## src/rtl/mpt_pkg.sv

```systemverilog
// package of constants and types for the match based pulse timer
// What this block does
// - with pulse mode off it is a plain 32-bit timer behind a 32-bit prescaler
// - seven match registers give six single-edge or three double-edge outputs, or mixes
// - a cycle match resets the count and starts a new shared cycle
// - single-edge outputs rise at cycle start, fall at their own match
// - an output held constant low never rises at cycle start
// - double-edge outputs: one match sets rise, another fall; either order
// - single-edge uses one match, double-edge two; all share the cycle match
// - each match may keep counting, stop, or reset, with optional interrupt
// - new match values wait for a software release, then apply glitch-free
// - timer counts clocks; counter mode counts edges of a selected capture input
// - period and width are any count; all outputs share one rate
// - a match can switch pins, raise interrupts or trigger other actions
// - a capture input edge copies the count, optionally raising an interrupt
package mpt_pkg;
  // ****************************************************************
  // widths and counts
  // ****************************************************************
  localparam int TC_W      = 32;
  localparam int NUM_MATCH = 7;
  localparam int NUM_OUT   = 6;
  localparam int NUM_CAP   = 2;
  localparam int IDX_W     = 3;

  // ****************************************************************
  // reset values
  // ****************************************************************
  localparam logic [TC_W-1:0]      TC_RST    = 32'h0000_0000;
  localparam logic [NUM_MATCH-1:0] FLAG_RST  = 7'h00;
  localparam logic [NUM_OUT:1]     OUT_RST   = 6'h00;

  // ****************************************************************
  // counter mode edge select
  // ****************************************************************
  localparam logic [1:0] EDGE_RISE = 2'h1;
  localparam logic [1:0] EDGE_FALL = 2'h2;
  localparam logic [1:0] EDGE_BOTH = 2'h3;

  // ****************************************************************
  // timer run state, one-hot
  // ****************************************************************
  typedef enum logic [2:0] {
    ST_IDLE = 3'h1,
    ST_RUN  = 3'h2,
    ST_HALT = 3'h4
  } mpt_state_t;
endpackage

```

## src/rtl/mpt_timer.sv

```systemverilog
// match based pulse timer: prescaler, counter, matches, pulse outputs, capture
`timescale 1ns/1ns
module mpt_timer
  import mpt_pkg::*;
(
  // clock and reset
  input  wire logic                 clock_i,
  input  wire logic                 resetn_i,
  // run control
  input  wire logic                 run_i,
  input  wire logic                 count_reset_i,
  input  wire logic                 pwm_en_i,
  input  wire logic [TC_W-1:0]      prescale_i,
  // counter mode
  input  wire logic                 counter_mode_i,
  input  wire logic                 count_src_i,
  input  wire logic [1:0]           count_edge_i,
  // match shadow writes and release
  input  wire logic                 match_wr_i,
  input  wire logic [IDX_W-1:0]     match_idx_i,
  input  wire logic [TC_W-1:0]      match_val_i,
  input  wire logic [NUM_MATCH-1:0] release_i,
  // match actions
  input  wire logic [NUM_MATCH-1:0] match_int_i,
  input  wire logic [NUM_MATCH-1:0] match_reset_i,
  input  wire logic [NUM_MATCH-1:0] match_stop_i,
  // pulse output config
  input  wire logic [NUM_OUT:1]     out_en_i,
  input  wire logic [NUM_OUT:2]     out_double_i,
  // capture inputs
  input  wire logic [NUM_CAP-1:0]   cap_i,
  input  wire logic [NUM_CAP-1:0]   cap_rise_en_i,
  input  wire logic [NUM_CAP-1:0]   cap_fall_en_i,
  input  wire logic [NUM_CAP-1:0]   cap_int_i,
  // status and outputs
  output logic [TC_W-1:0]           count_o,
  output logic [TC_W-1:0]           cap0_o,
  output logic [TC_W-1:0]           cap1_o,
  output logic [NUM_OUT:1]          pwm_o,
  output logic [NUM_MATCH-1:0]      match_flag_o,
  output logic [NUM_CAP-1:0]        cap_flag_o,
  output logic [NUM_MATCH-1:0]      release_pend_o,
  output logic                      running_o,
  output logic                      halted_o
);
  // ****************************************************************
  // state
  // ****************************************************************
  mpt_state_t                 state_reg, state_next;
  logic [TC_W-1:0]            pc_reg, pc_next;
  logic [TC_W-1:0]            tc_reg, tc_next;
  logic [TC_W-1:0]            shadow_reg [NUM_MATCH];
  logic [TC_W-1:0]            shadow_next [NUM_MATCH];
  logic [TC_W-1:0]            active_reg [NUM_MATCH];
  logic [TC_W-1:0]            active_next [NUM_MATCH];
  logic [NUM_MATCH-1:0]       pend_reg, pend_next;
  logic [NUM_OUT:1]           out_reg, out_next;
  logic [NUM_MATCH-1:0]       mflag_reg, mflag_next;
  logic [TC_W-1:0]            cap_reg [NUM_CAP];
  logic [TC_W-1:0]            cap_next [NUM_CAP];
  logic [NUM_CAP-1:0]         cflag_reg, cflag_next;
  logic [NUM_CAP-1:0]         rise, fall;
  logic [NUM_MATCH-1:0]       hit;
  logic                       tick, src_rise, src_fall, cycle_hit, xfer;

  // compare of one active match against the count, used per match
  function automatic logic match_eq(input logic [TC_W-1:0] a, input logic [TC_W-1:0] b);
    match_eq = (a == b);
  endfunction

  // ****************************************************************
  // capture edge detectors
  // ****************************************************************
  for (genvar c = 0; c < NUM_CAP; c++) begin : g_edge
    mpt_edge u_edge (
      .clock_i  (clock_i),
      .resetn_i (resetn_i),
      .sig_i    (cap_i[c]),
      .rise_o   (rise[c]),
      .fall_o   (fall[c])
    );
  end

  // ****************************************************************
  // count advance and match detection
  // ****************************************************************
  // counter mode bypasses the prescaler, as the edges are already slow
  always_comb begin
    src_rise = count_src_i ? rise[1] : rise[0];
    src_fall = count_src_i ? fall[1] : fall[0];
    if (counter_mode_i) begin
      tick = (state_reg == ST_RUN) &&
             ((count_edge_i[0] && src_rise) || (count_edge_i[1] && src_fall));
    end else begin
      tick = (state_reg == ST_RUN) && (pc_reg == prescale_i);
    end
    for (int k = 0; k < NUM_MATCH; k++) begin
      hit[k] = tick && match_eq(tc_reg, active_reg[k]);
    end
    cycle_hit = pwm_en_i && hit[0];
    xfer      = pwm_en_i ? cycle_hit : 1'b1;
  end

  // run state, prescaler and counter
  always_comb begin
    state_next = state_reg;
    pc_next    = pc_reg;
    tc_next    = tc_reg;
    case (state_reg)
      ST_IDLE: begin
        if (run_i && !count_reset_i) state_next = ST_RUN;
      end
      ST_RUN: begin
        if (!run_i) state_next = ST_IDLE;
        else if (|(hit & match_stop_i)) state_next = ST_HALT;
      end
      ST_HALT: begin
        if (!run_i || count_reset_i) state_next = ST_IDLE;
      end
      default: state_next = ST_IDLE;
    endcase
    if (count_reset_i) begin
      pc_next = TC_RST;
      tc_next = TC_RST;
    end else if (state_reg == ST_RUN) begin
      pc_next = (tick || counter_mode_i) ? TC_RST : pc_reg + 32'h0000_0001;
      if (cycle_hit || |(hit & match_reset_i)) begin
        tc_next = TC_RST;
        pc_next = TC_RST;
      end else if (tick && !(|(hit & match_stop_i))) begin
        tc_next = tc_reg + 32'h0000_0001;
      end
    end
  end

  // ****************************************************************
  // shadow, release and active match values
  // ****************************************************************
  // a release in the transfer cycle stays pending: set wins over clear
  always_comb begin
    for (int k = 0; k < NUM_MATCH; k++) begin
      shadow_next[k] = shadow_reg[k];
      active_next[k] = active_reg[k];
      if (match_wr_i && (match_idx_i == IDX_W'(k))) shadow_next[k] = match_val_i;
      if (pend_reg[k] && xfer) active_next[k] = shadow_reg[k];
    end
    pend_next = (pend_reg & ~(xfer ? pend_reg : FLAG_RST)) | release_i;
  end

  // ****************************************************************
  // pulse outputs and match flags
  // ****************************************************************
  // clear wins over set so a zero width output stays constant low
  always_comb begin
    logic             set_b;
    logic             clr_b;
    logic [NUM_OUT:1] dbl_b;
    set_b    = 1'b0;
    clr_b    = 1'b0;
    dbl_b    = {out_double_i, 1'b0}; // output 1 has no rise match of its own
    out_next = out_reg;
    for (int n = 1; n <= NUM_OUT; n++) begin
      if (dbl_b[n]) begin
        set_b = hit[n-1];
      end else begin
        set_b = hit[0];
      end
      clr_b = hit[n];
      if (!pwm_en_i || !out_en_i[n]) out_next[n] = 1'b0;
      else if (clr_b) out_next[n] = 1'b0;
      else if (set_b) out_next[n] = 1'b1;
    end
    mflag_next = hit & match_int_i;
  end

  // ****************************************************************
  // capture
  // ****************************************************************
  always_comb begin
    for (int c = 0; c < NUM_CAP; c++) begin
      cap_next[c]   = cap_reg[c];
      cflag_next[c] = 1'b0;
      if ((rise[c] && cap_rise_en_i[c]) || (fall[c] && cap_fall_en_i[c])) begin
        cap_next[c]   = tc_reg;
        cflag_next[c] = cap_int_i[c];
      end
    end
  end

  // ****************************************************************
  // registers
  // ****************************************************************
  always_ff @(posedge clock_i) begin
    if (!resetn_i) begin
      state_reg <= ST_IDLE;
      pc_reg    <= TC_RST;
      tc_reg    <= TC_RST;
      pend_reg  <= FLAG_RST;
      out_reg   <= OUT_RST;
      mflag_reg <= FLAG_RST;
      cflag_reg <= '0;
      for (int k = 0; k < NUM_MATCH; k++) begin
        shadow_reg[k] <= TC_RST;
        active_reg[k] <= TC_RST;
      end
      for (int c = 0; c < NUM_CAP; c++) begin
        cap_reg[c] <= TC_RST;
      end
    end else begin
      state_reg  <= state_next;
      pc_reg     <= pc_next;
      tc_reg     <= tc_next;
      pend_reg   <= pend_next;
      out_reg    <= out_next;
      mflag_reg  <= mflag_next;
      cflag_reg  <= cflag_next;
      shadow_reg <= shadow_next;
      active_reg <= active_next;
      cap_reg    <= cap_next;
    end
  end

  assign count_o        = tc_reg;
  assign cap0_o         = cap_reg[0];
  assign cap1_o         = cap_reg[1];
  assign pwm_o          = out_reg;
  assign match_flag_o   = mflag_reg;
  assign cap_flag_o     = cflag_reg;
  assign release_pend_o = pend_reg;
  assign running_o      = state_reg[1];
  assign halted_o       = state_reg[2];
endmodule

```

## src/rtl/mpt_edge.sv

```systemverilog
// edge detector for one synchronous input
`timescale 1ns/1ns
module mpt_edge
  import mpt_pkg::*;
(
  // clock and reset
  input  wire logic clock_i,
  input  wire logic resetn_i,
  // sampled level and edges
  input  wire logic sig_i,
  output logic      rise_o,
  output logic      fall_o
);
  logic prev_reg;
  logic prev_next;

  // previous level, inputs already synchronous
  always_comb begin
    prev_next = sig_i;
  end

  always_ff @(posedge clock_i) begin
    if (!resetn_i) begin
      prev_reg <= 1'b0;
    end else begin
      prev_reg <= prev_next;
    end
  end

  // edges are combinational pulses, one cycle wide
  assign rise_o = sig_i & ~prev_reg;
  assign fall_o = ~sig_i & prev_reg;
endmodule

```

## config.mk

```make
export PLATFORM = sky130hd
export DESIGN_NAME = mpt_timer
export DESIGN_NICKNAME = d
export VERILOG_FILES = /design/src/rtl/mpt_pkg.sv /design/src/rtl/mpt_timer.sv /design/src/rtl/mpt_edge.sv
export SDC_FILE = /design/constraint.sdc
export NUM_CORES = 1
export LEC_CHECK = 0
export BUFFER_PORTS_ARGS = -buffer_cell sky130_fd_sc_hd__buf_2
export CAP_MARGIN = 15
export CELL_PAD_IN_SITES_DETAIL_PLACEMENT = 2
export CELL_PAD_IN_SITES_GLOBAL_PLACEMENT = 2
export CORE_MARGIN = 1.5
export CORE_UTILIZATION = 38
export DETAILED_ROUTE_END_ITERATION = 8
export GPL_ROUTABILITY_DRIVEN = 1
export GPL_TIMING_DRIVEN = 0
export PLACE_DENSITY = 0.82
export SETUP_SLACK_MARGIN = 0.02
export SYNTH_ARGS = -nofsm -noshare
export SYNTH_HDL_FRONTEND = slang
export SYNTH_HIERARCHICAL = 1
export SYNTH_SLANG_ARGS = --single-unit
```

## constraint.sdc

```tcl
create_clock -name clock_i -period 4.5 [get_ports clock_i]
set_input_delay 1.35 -clock clock_i [delete_from_list [all_inputs] [get_ports clock_i]]
set_output_delay 1.35 -clock clock_i [all_outputs]
set_load 0.01 [all_outputs]
```

Word level (Yosys, flattened, before mapping)
Cells that the tools add are included.
- memory bits (writable): 0
- logic and storage cells: 156
- memories: 0
- output and inout bits: 120
- register bits after elaboration: 603
- input port bits: 124
- bits in read-only memories: 0
- bits in latches: 0
- multipliers: 0
- $lt $le $gt $ge: 0
- bitwise gates (word level): 15
- shift-type cells: 0
- equality and inequality tests: 20
- divide/modulo/power cells: 0
- $add $sub $neg: 2
- reduce and logical (&&, ||, !) cells: 69
- multiplexer cells: 19
- operator list (operator ; number):
    == test 32 bit ; 8
    2-to-1 mux 32 bit ; 4
    adder 32 x 1 -> 32 bit, second input constant ; 2
    logical AND 1 bit ; 32
    AND 7 bit ; 4
    OR reduction 3 bit ; 6
    OR reduction 7 bit ; 2
    == test 3 bit, second input constant ; 4
    logical OR 1 bit ; 12
    2-to-1 mux 3 bit ; 4
    zero test 1 bit ; 10
    == test 3 x 2 -> 1 bit, second input constant ; 3
    2-to-1 mux 1 bit ; 9
    case mux 3 bit (3 select lines) ; 1
    2-to-1 mux 7 bit ; 1
    inverter 7 bit ; 1
    bitwise OR 7 bit ; 1
    == test 3 x 1 -> 1 bit, second input constant ; 2
    AND reduction 2 bit ; 3
    inverter 1 bit ; 5
    AND 1 bit ; 4
    inequality test 2 bit, second input constant ; 2
    zero test 3 bit ; 1
    inequality test 3 x 2 -> 1 bit, second input constant ; 1
    other kinds (3) ; 3

Longest topological paths before layout
Gate-level depths: netlist of the first run.
- depth after elaboration: 14
- mapped depth: 12
- gate-level depth less buffers: 9

Hierarchy
The synthesis of the first run kept the hierarchy.
- modules (own cells, without submodules) (module ; sequential area each (um^2) ; area an instance (um^2) ; times used ; cells each):
    mpt_timer ; 12031.5 ; 25859.8 ; 1 ; 3172
    mpt_edge ; 20.0 ; 38.8 ; 2 ; 4

Worst setup path after synthesis of the first run
OpenSTA, ideal clock, no wires.
- kind: input to register
- start point: in prescale_i[30]
- end point: reg active_reg[131] (netlist name)
- stages: 9
- path slack: 1285 ps
- path buffers: 1
- data required time: 4377 ps
- data arrival time: 3093 ps
- library setup time: 123 ps
- cell sequence: xnor2_1 -> nand4_1 -> nor2_1 -> a41oi_1 -> o41ai_4 -> nand2_2 -> buf_2 -> nand3_1 -> o21ai_0
- word-level cells in the longest chain between the ends: 7
- RTL lines (item ; RTL line ; source):
    start: declaration ; mpt_timer.sv:13 ; input wire logic [TC_W-1:0] prescale_i,
    == test 32 bit ; mpt_timer.sv:95 ; tick = (state_reg == ST_RUN) && (pc_reg == prescale_i);
    logical AND 1 bit ; mpt_timer.sv:95 ;
    2-to-1 mux 1 bit ; mpt_timer.sv:91 ; if (counter_mode_i) begin
    logical AND 1 bit ; mpt_timer.sv:98 ; hit[k] = tick && match_eq(tc_reg, active_reg[k]);
    logical AND 1 bit ; mpt_timer.sv:100 ; cycle_hit = pwm_en_i && hit[0];
    2-to-1 mux 1 bit ; mpt_timer.sv:101 ; xfer = pwm_en_i ? cycle_hit : 1'b1;
    logical AND 1 bit ; mpt_timer.sv:145 ; if (pend_reg[k] && xfer) active_next[k] = shadow_reg[k];
    end signal: assignment ; mpt_timer.sv:218 ; active_reg <= active_next;
    end: declaration ; mpt_timer.sv:54 ; logic [TC_W-1:0] active_reg [NUM_MATCH];
Every way passes these cells.
A chain may end at the register's enable or synchronous reset.

Final worst setup path of the first run
- start point: reg tc_reg[14] (netlist: count_o[14])
- end point: reg tc_reg[19] (netlist: count_o[19])
- word-level cells in the longest chain between the ends: 8
- elaborated cells on any way between the ends: 27
- those cells by class: 1 x add/sub; 7 x eq/ne; 2 x mux; 2 x bitwise; 15 x reduce/logical
- RTL lines (item ; RTL line ; source):
    start: declaration ; mpt_timer.sv:51 ; logic [TC_W-1:0] tc_reg, tc_next;
    start signal: assignment ; mpt_timer.sv:212 ; tc_reg <= tc_next;
    parallel branches: the longest is 8 deep, another holds adder 32 x 1 -> 32 bit ; - ;
Several ways; the timed one is not identified. The select of a mux whose other input is x is not followed.

==> reports/metrics.cfg, run 1 <==
[outcome]
status = finished clean

[synthesis]
netlist_area_mm2 = 0.0259
ys_seq_area_share_pct = 46.5
syn_nets = 3306
ys_warn_count = 6
synth_seq_cells = 603
async_flop_share_pct = 0
ys_types = 57
synthCells = 3180
synth_area_per_cell_um2 = 8.16
ys.flop_type = dfxtp_1
synth_edf_count = 0

[place]
hpwl_um = 91200
gp_congestion = 0.952
io_buffers = 243
dpl_cell_area_mm2 = 0.0283

[cells_and_area]
drive_gt1_share_pct = 13.1
final_common_cell = nand2_1
design_area_mm2 = 0.0307
final_cell_mix = nand2_1, dfxtp_1, a21boi_0, buf_2, nand3_1
final_util_pct = 45.5
nets = 3625
area_delta_synth_final_pct = 18.2

[timing]
whs_ps = 465
slew_headroom_pct = 6.01
fmax_mhz = 223
timing.final.hold_violations = 0
min_period_ps = 4490
rsz0062_at_grt = false
slew_viol_final = 0
fin_crit_sh_pct = 99.8
worstMarginPinSlew_ps = 1410
setup_tns_ps = 0
setup_viol = 0
skew_ps = 23.0

[floorplanning]
die_y_um = 264
die_area_mm2 = 0.0698
coreArea_mm2 = 0.0674
boundaryPins = 244
chipWidth_um = 264
start_util_pct = 38.5
row_count = 95

[worst_setup_path]
start_kind = register
cp_max_fo = 10
end_kind = register
critPathLaunch = count_o[14]
worstPathArrival_ps = 4930
reg2reg_from = count_o[14]
critPathKind = reg -> reg
critPathRequiredTime_ps = 4940

[cts]
cts_tree = yes
clk_latency_ps = 610
h-tree-depth = 3
cts.clk_slew.worst_paths_ps = 60
cts_hold_buffers = 0
root_buffer = clkbuf_16
numCtsBuffers = 71
cts_buffer_depth = 3
clock-sinks = 603

[routing]
drt_iter0_drc = 1898
dr_wl_met2_um = 57300
wl_met1_um = 54400
vias = 25500
route.met3.wl_um = 8550
drt-total-wl_um = 126000
viasPerCell = 5.76
top_layer_used = met5
ant_nets = 0
wire_per_inst_um = 28.6
first_pass_iters = 5
drc = 0

[worst_hold_path]
hold_start = shadow_reg[173]
min_path_type = reg -> reg

[power_and_ir_drop]
vdd_drop_max_uv = 290
p_per_area_mw_per_mm2 = 391
p_leak_nw = 11.0
power_mw = 12.0

[flow_run]
cap_violations = 0

[global_routing]
grt_overflow = 0
grt_pass1_vias = 27100
antenna_found_initial = 8
grt_use_total_pct = 35.7
grt_max_degree = 13
grt_pass1_wl_um = 183000

[cell families after synthesis]
kind of cell | share of synthesized area (%)
AOI/OAI and AO/OA | 15.1
xor gates and xnor gates | 9.73
adders and majority gates | 0.0965
buffers and inverters | 4.39
DFF | 46.5
muxes | 0.0868
and+or+nand+nor | 24.0
[power by group]
group	switching (mW)	total (mW)	internal (mW)
logic	0.564	0.754	0.190
registers	0.0414	5.44	5.40
clock network	2.36	5.81	3.45
total	2.96	12.0	9.03
[worst paths after layout]
| path | to | slack, ps | cells after the start |
|---|---|---|---|
| worst min register to register | active_reg[173] | 460 | 2 |
| worst max-delay path | count_o[19] | 10 | 10 |
| worst min-delay path | active_reg[173] | 460 | 2 |
| worst max register to register | count_o[19] | 10 | 10 |
[area by class of cell]
cell class,instances,area [um^2]
Antenna cell,3,7.51
Buffer,246,1100
Clock buffer,114,2160
Clock inverter,11,139
Fill cell,7580,36700
Inverter,14,52.6
Multi-Input combinational cell,2317,12800
Sequential cell,603,12100
Tap cell,873,1090
Timing Repair Buffer,246,1240
[critical path, stage by stage, from the launching register on]
cell      delay [ps]
dfxtp_1          890
buf_4            440
xor2_1           190
nor4_1            60
nand4_1          230
nor2_1           170
a221oi_1        1160
a21oi_1          240
clkbuf_1         340
o311ai_0         400
o211ai_1         180
[per-layer routing]
layer | track usage (%) | vias up
met5 | 0 | -
met4 | 16.6 | 6
met3 | 5.27 | 247
met2 | 57.9 | 1002
met1 | 46.8 | 12900
li1 | - | 11300
[synthesized netlist by cell type, types with 8 or more instances]
cell type / count / area (um^2)
or4_1: 8 / 60.1
nand2_1: 866 / 3250
nand3_1: 270 / 1350
clkbuf_1: 137 / 514
nor4_1: 34 / 213
and3_1: 25 / 156
buf_1: 22 / 82.6
or3_1: 13 / 81.3
o211ai_1: 14 / 105
xnor2_1: 203 / 1780
xor2_1: 85 / 744
inv_1: 14 / 52.6
buf_2: 49 / 245
nor2b_1: 19 / 119
nand4_1: 66 / 413
clkbuf_2: 21 / 105
a21boi_0: 288 / 2160
a21oi_1: 22 / 110
nor2_1: 72 / 270
buf_4: 14 / 105
nor3_1: 19 / 95.1
dfxtp_1: 603 / 12100
o21ai_0: 231 / 1160
[per-stage QoR]
stage                     std cells  worst slack, ps
after floorplan                3180             1280
after global routing           4424             64.4
after CTS                      4424             23.5
after detailed placement       4299             -273
final                          4427             11.0
after global placement         4296             -456
[timing repair]
| action | CTS | global route |
|---|---|---|
| setup endpoints to repair | 17 | 128 |
| resized for setup | 4 | 9 |
| hold endpoints to repair | 0 | 0 |
| buffers inserted | 0 | 0 |
(Power assumes the default switching activity.)
==> run 2: changes to the inputs <==
--- a/config.mk
+++ b/config.mk
@@ -7,14 +7,12 @@
 export LEC_CHECK = 0
 export BUFFER_PORTS_ARGS = -buffer_cell sky130_fd_sc_hd__buf_2
 export CAP_MARGIN = 15
-export CELL_PAD_IN_SITES_DETAIL_PLACEMENT = 2
-export CELL_PAD_IN_SITES_GLOBAL_PLACEMENT = 2
 export CORE_MARGIN = 1.5
-export CORE_UTILIZATION = 38
+export CORE_UTILIZATION = 55
 export DETAILED_ROUTE_END_ITERATION = 8
 export GPL_ROUTABILITY_DRIVEN = 1
 export GPL_TIMING_DRIVEN = 0
-export PLACE_DENSITY = 0.82
+export PLACE_DENSITY = 0.73
 export SETUP_SLACK_MARGIN = 0.02
 export SYNTH_ARGS = -nofsm -noshare
 export SYNTH_HDL_FRONTEND = slang
==> reports/metrics.cfg, run 2 (synthesized netlist as in run 1, its figures left out) <==
[floorplanning]
boundaryPins = 244  ; unchanged
chipWidth_um = 220  ; -17%
start_util_pct = 55.7  ; +17 points
coreArea_mm2 = 0.0466  ; -31%
die_y_um = 220  ; -17%
row_count = 79  ; -17%
die_area_mm2 = 0.0485  ; -31%

[cts]
root_buffer = clkbuf_16
cts_hold_buffers = 0  ; unchanged
cts.clk_slew.worst_paths_ps = 60  ; about the same
clk_latency_ps = 640  ; +30 ps
numCtsBuffers = 59  ; -17%
cts_tree = yes
cts_buffer_depth = 3  ; unchanged
clock-sinks = 603  ; unchanged
h-tree-depth = 2  ; -1

[worst_setup_path]
crit_chain = buf_2 > xnor2_1 > nand4_1 > nor4_1 > nand3_1 > o2111ai_1 > or3_1 > clkbuf_1 > clkbuf_1 > o311ai_0
r2r_end = count_o[8]
worstPathArrival_ps = 4890  ; -40 ps
reg2reg_from = count_o[25]
cpPeakStageDelay_ps = 850  ; -310 ps
cpMostUsedCell = clkbuf_1
end_kind = register
cp_max_fo = 10  ; unchanged
rr_worst_depth = 10  ; unchanged
critPathRequiredTime_ps = 4930  ; about the same
start_kind = register
crit_slowest_cell = nor4_1
critPathKind = reg -> reg
rrSetupSlack_ps = 40  ; +30 ps

[timing]
skew_ps = 25.3  ; +2.29 ps
min_period_ps = 4460  ; -30.2 ps
setup_viol = 0  ; unchanged
fmax_mhz = 224  ; +0.68%
timing.final.hold_violations = 0  ; unchanged
rsz0062_at_grt = true
fin_crit_sh_pct = 99.1  ; -0.67 points
postLayoutSetupSlackWorst_ps = 41.2  ; +30.2 ps
worstMarginPinSlew_ps = 1320  ; -91.0 ps
setup_tns_ps = 0  ; unchanged
slew_headroom_pct = 12.1  ; +6.1 points
slew_viol_final = 0  ; unchanged

[cells_and_area]
nFillCells = 4047  ; -47%
nets = 3615  ; -0.28%
final_common_cell = nand2_1
area_delta_synth_final_pct = 15.7
final_cell_mix = nand2_1, dfxtp_1, buf_2
drive_gt1_share_pct = 12.6  ; -0.47 points
design_area_mm2 = 0.0300  ; -2.1%

[worst_hold_path]
min_path_type = reg -> reg
hold-path-endpoint = active_reg[203]
hold_start = shadow_reg[203]
hold_path_depth = 2  ; unchanged

[global_routing]
grt_pass1_vias = 22800  ; -16%
grt_pass1_wl_um = 143000  ; -22%
grt_overflow = 0  ; unchanged
grt_use_total_pct = 40.4  ; +4.6 points
antenna_found_initial = 5  ; -3
grt_max_degree = 15  ; +2

[routing]
drc = 0  ; unchanged
vias = 25000  ; -2.0%
viasPerCell = 6.03  ; +4.7%
drt-total-wl_um = 99900  ; -21%
ant_nets = 0  ; unchanged
drt_iter0_drc = 3352  ; +77%
first_pass_iters = 8  ; +3
wire_per_inst_um = 24.1  ; -16%

[power_and_ir_drop]
p_per_area_mw_per_mm2 = 377  ; -3.6%
p_leak_nw = 10.8  ; -1.2%
vdd_drop_max_uv = 312  ; +7.8%

[place]
gp_congestion = 1.02  ; +7.1%
io_buffers = 243  ; unchanged
dpl_cell_area_mm2 = 0.0280  ; -1.2%
dp_slack_ps = -126  ; +147 ps
hpwl_um = 70700  ; -22%

[outcome]
status = finished clean

[flow_run]
cap_violations = 0  ; unchanged

[run 2: changes by cell type in the layout (fill, tap and decap cells not counted), moves of 2 or more]
cell,before,now
clkinvlp_4,2,0
clkinv_2,5,8
buf_2,288,292
bufinv_16,3,8
dfxtp_1,601,603
clkbuf_8,18,9
clkbuf_4,4,0
clkbuf_16,73,61
clkbuf_1,160,149
dfxtp_2,2,0
diode_2,3,8
[run 2: cell type report]
cell class	count	area [um^2]	share of cell area, %
buffer	246	1090	3.62
tap	607	759	2.53
timing repair buffer	248	1270	4.22
sequential	603	12100	40.2
antenna	8	20.0	0.0667
multi-input combinational	2317	12800	42.6
inverter	14	52.6	0.175
clock buffer	82	1700	5.65
clock inverter	16	280	0.934
[run 2: critical path: cells and delay by family (launching register included)]
kind / cells / cell delay (ps)
AOI/OAI and AO/OA: 2 / 690
xor gates and xnor gates: 1 / 190
buffers and inverters: 3 / 1150
DFF: 1 / 810
and+or+nand+nor: 4 / 1400
[run 2: through the flow]
stage          utilization, %  total power, mW  hold WS [ps]  instances
2_1_floorplan               -             5.88           436       3180
5_1_grt                  64.4             11.5           469       4133
3_3_place_gp             60.0             6.20           445       4030
3_5_place_dp             60.0             6.22           445       4033
4_1_cts                  64.3             11.3           456       4132
6_report                 64.4             11.3           451       4141
[run 2: routing by layer]
metal / up-vias / wire (um) / track usage (%)
li1: 11300 / - / -
met1: 11700 / 38500 / 53.5
met2: 1615 / 41300 / 60.5
met3: 338 / 13700 / 10.4
met4: 2 / 6260 / 21.3
met5: - / 11 / 0
[run 2: how the worst max path moves through the flow]
stage / start / to / slack (ps) / cells past startpoint
2_1_floorplan: prescale_i[30] / active_reg[131] / 1280 / 9
3_3_place_gp: count_o[28] / count_o[8] / -170 / 10
3_5_place_dp: count_o[17] / active_reg[40] / -130 / 10
4_1_cts: count_o[1] / count_o[8] / 70 / 10
5_1_grt: count_o[1] / count_o[8] / 10 / 10
6_report: count_o[25] / count_o[8] / 40 / 10
[run 2: timing repair]
item	4_1_cts	5_1_grt
pin swaps	1	0
buffers inserted	1	0
gates cloned	0	0
gates resized for setup	0	5
endpoints found under the setup margin	162	13
[run 2: power breakdown]
| group | total (mW) | internal (mW) | switching, mW |
|---|---|---|---|
| logic | 0.705 | 0.190 | 0.515 |
| clock network | 5.18 | 3.05 | 2.13 |
| registers | 5.43 | 5.40 | 0.0369 |
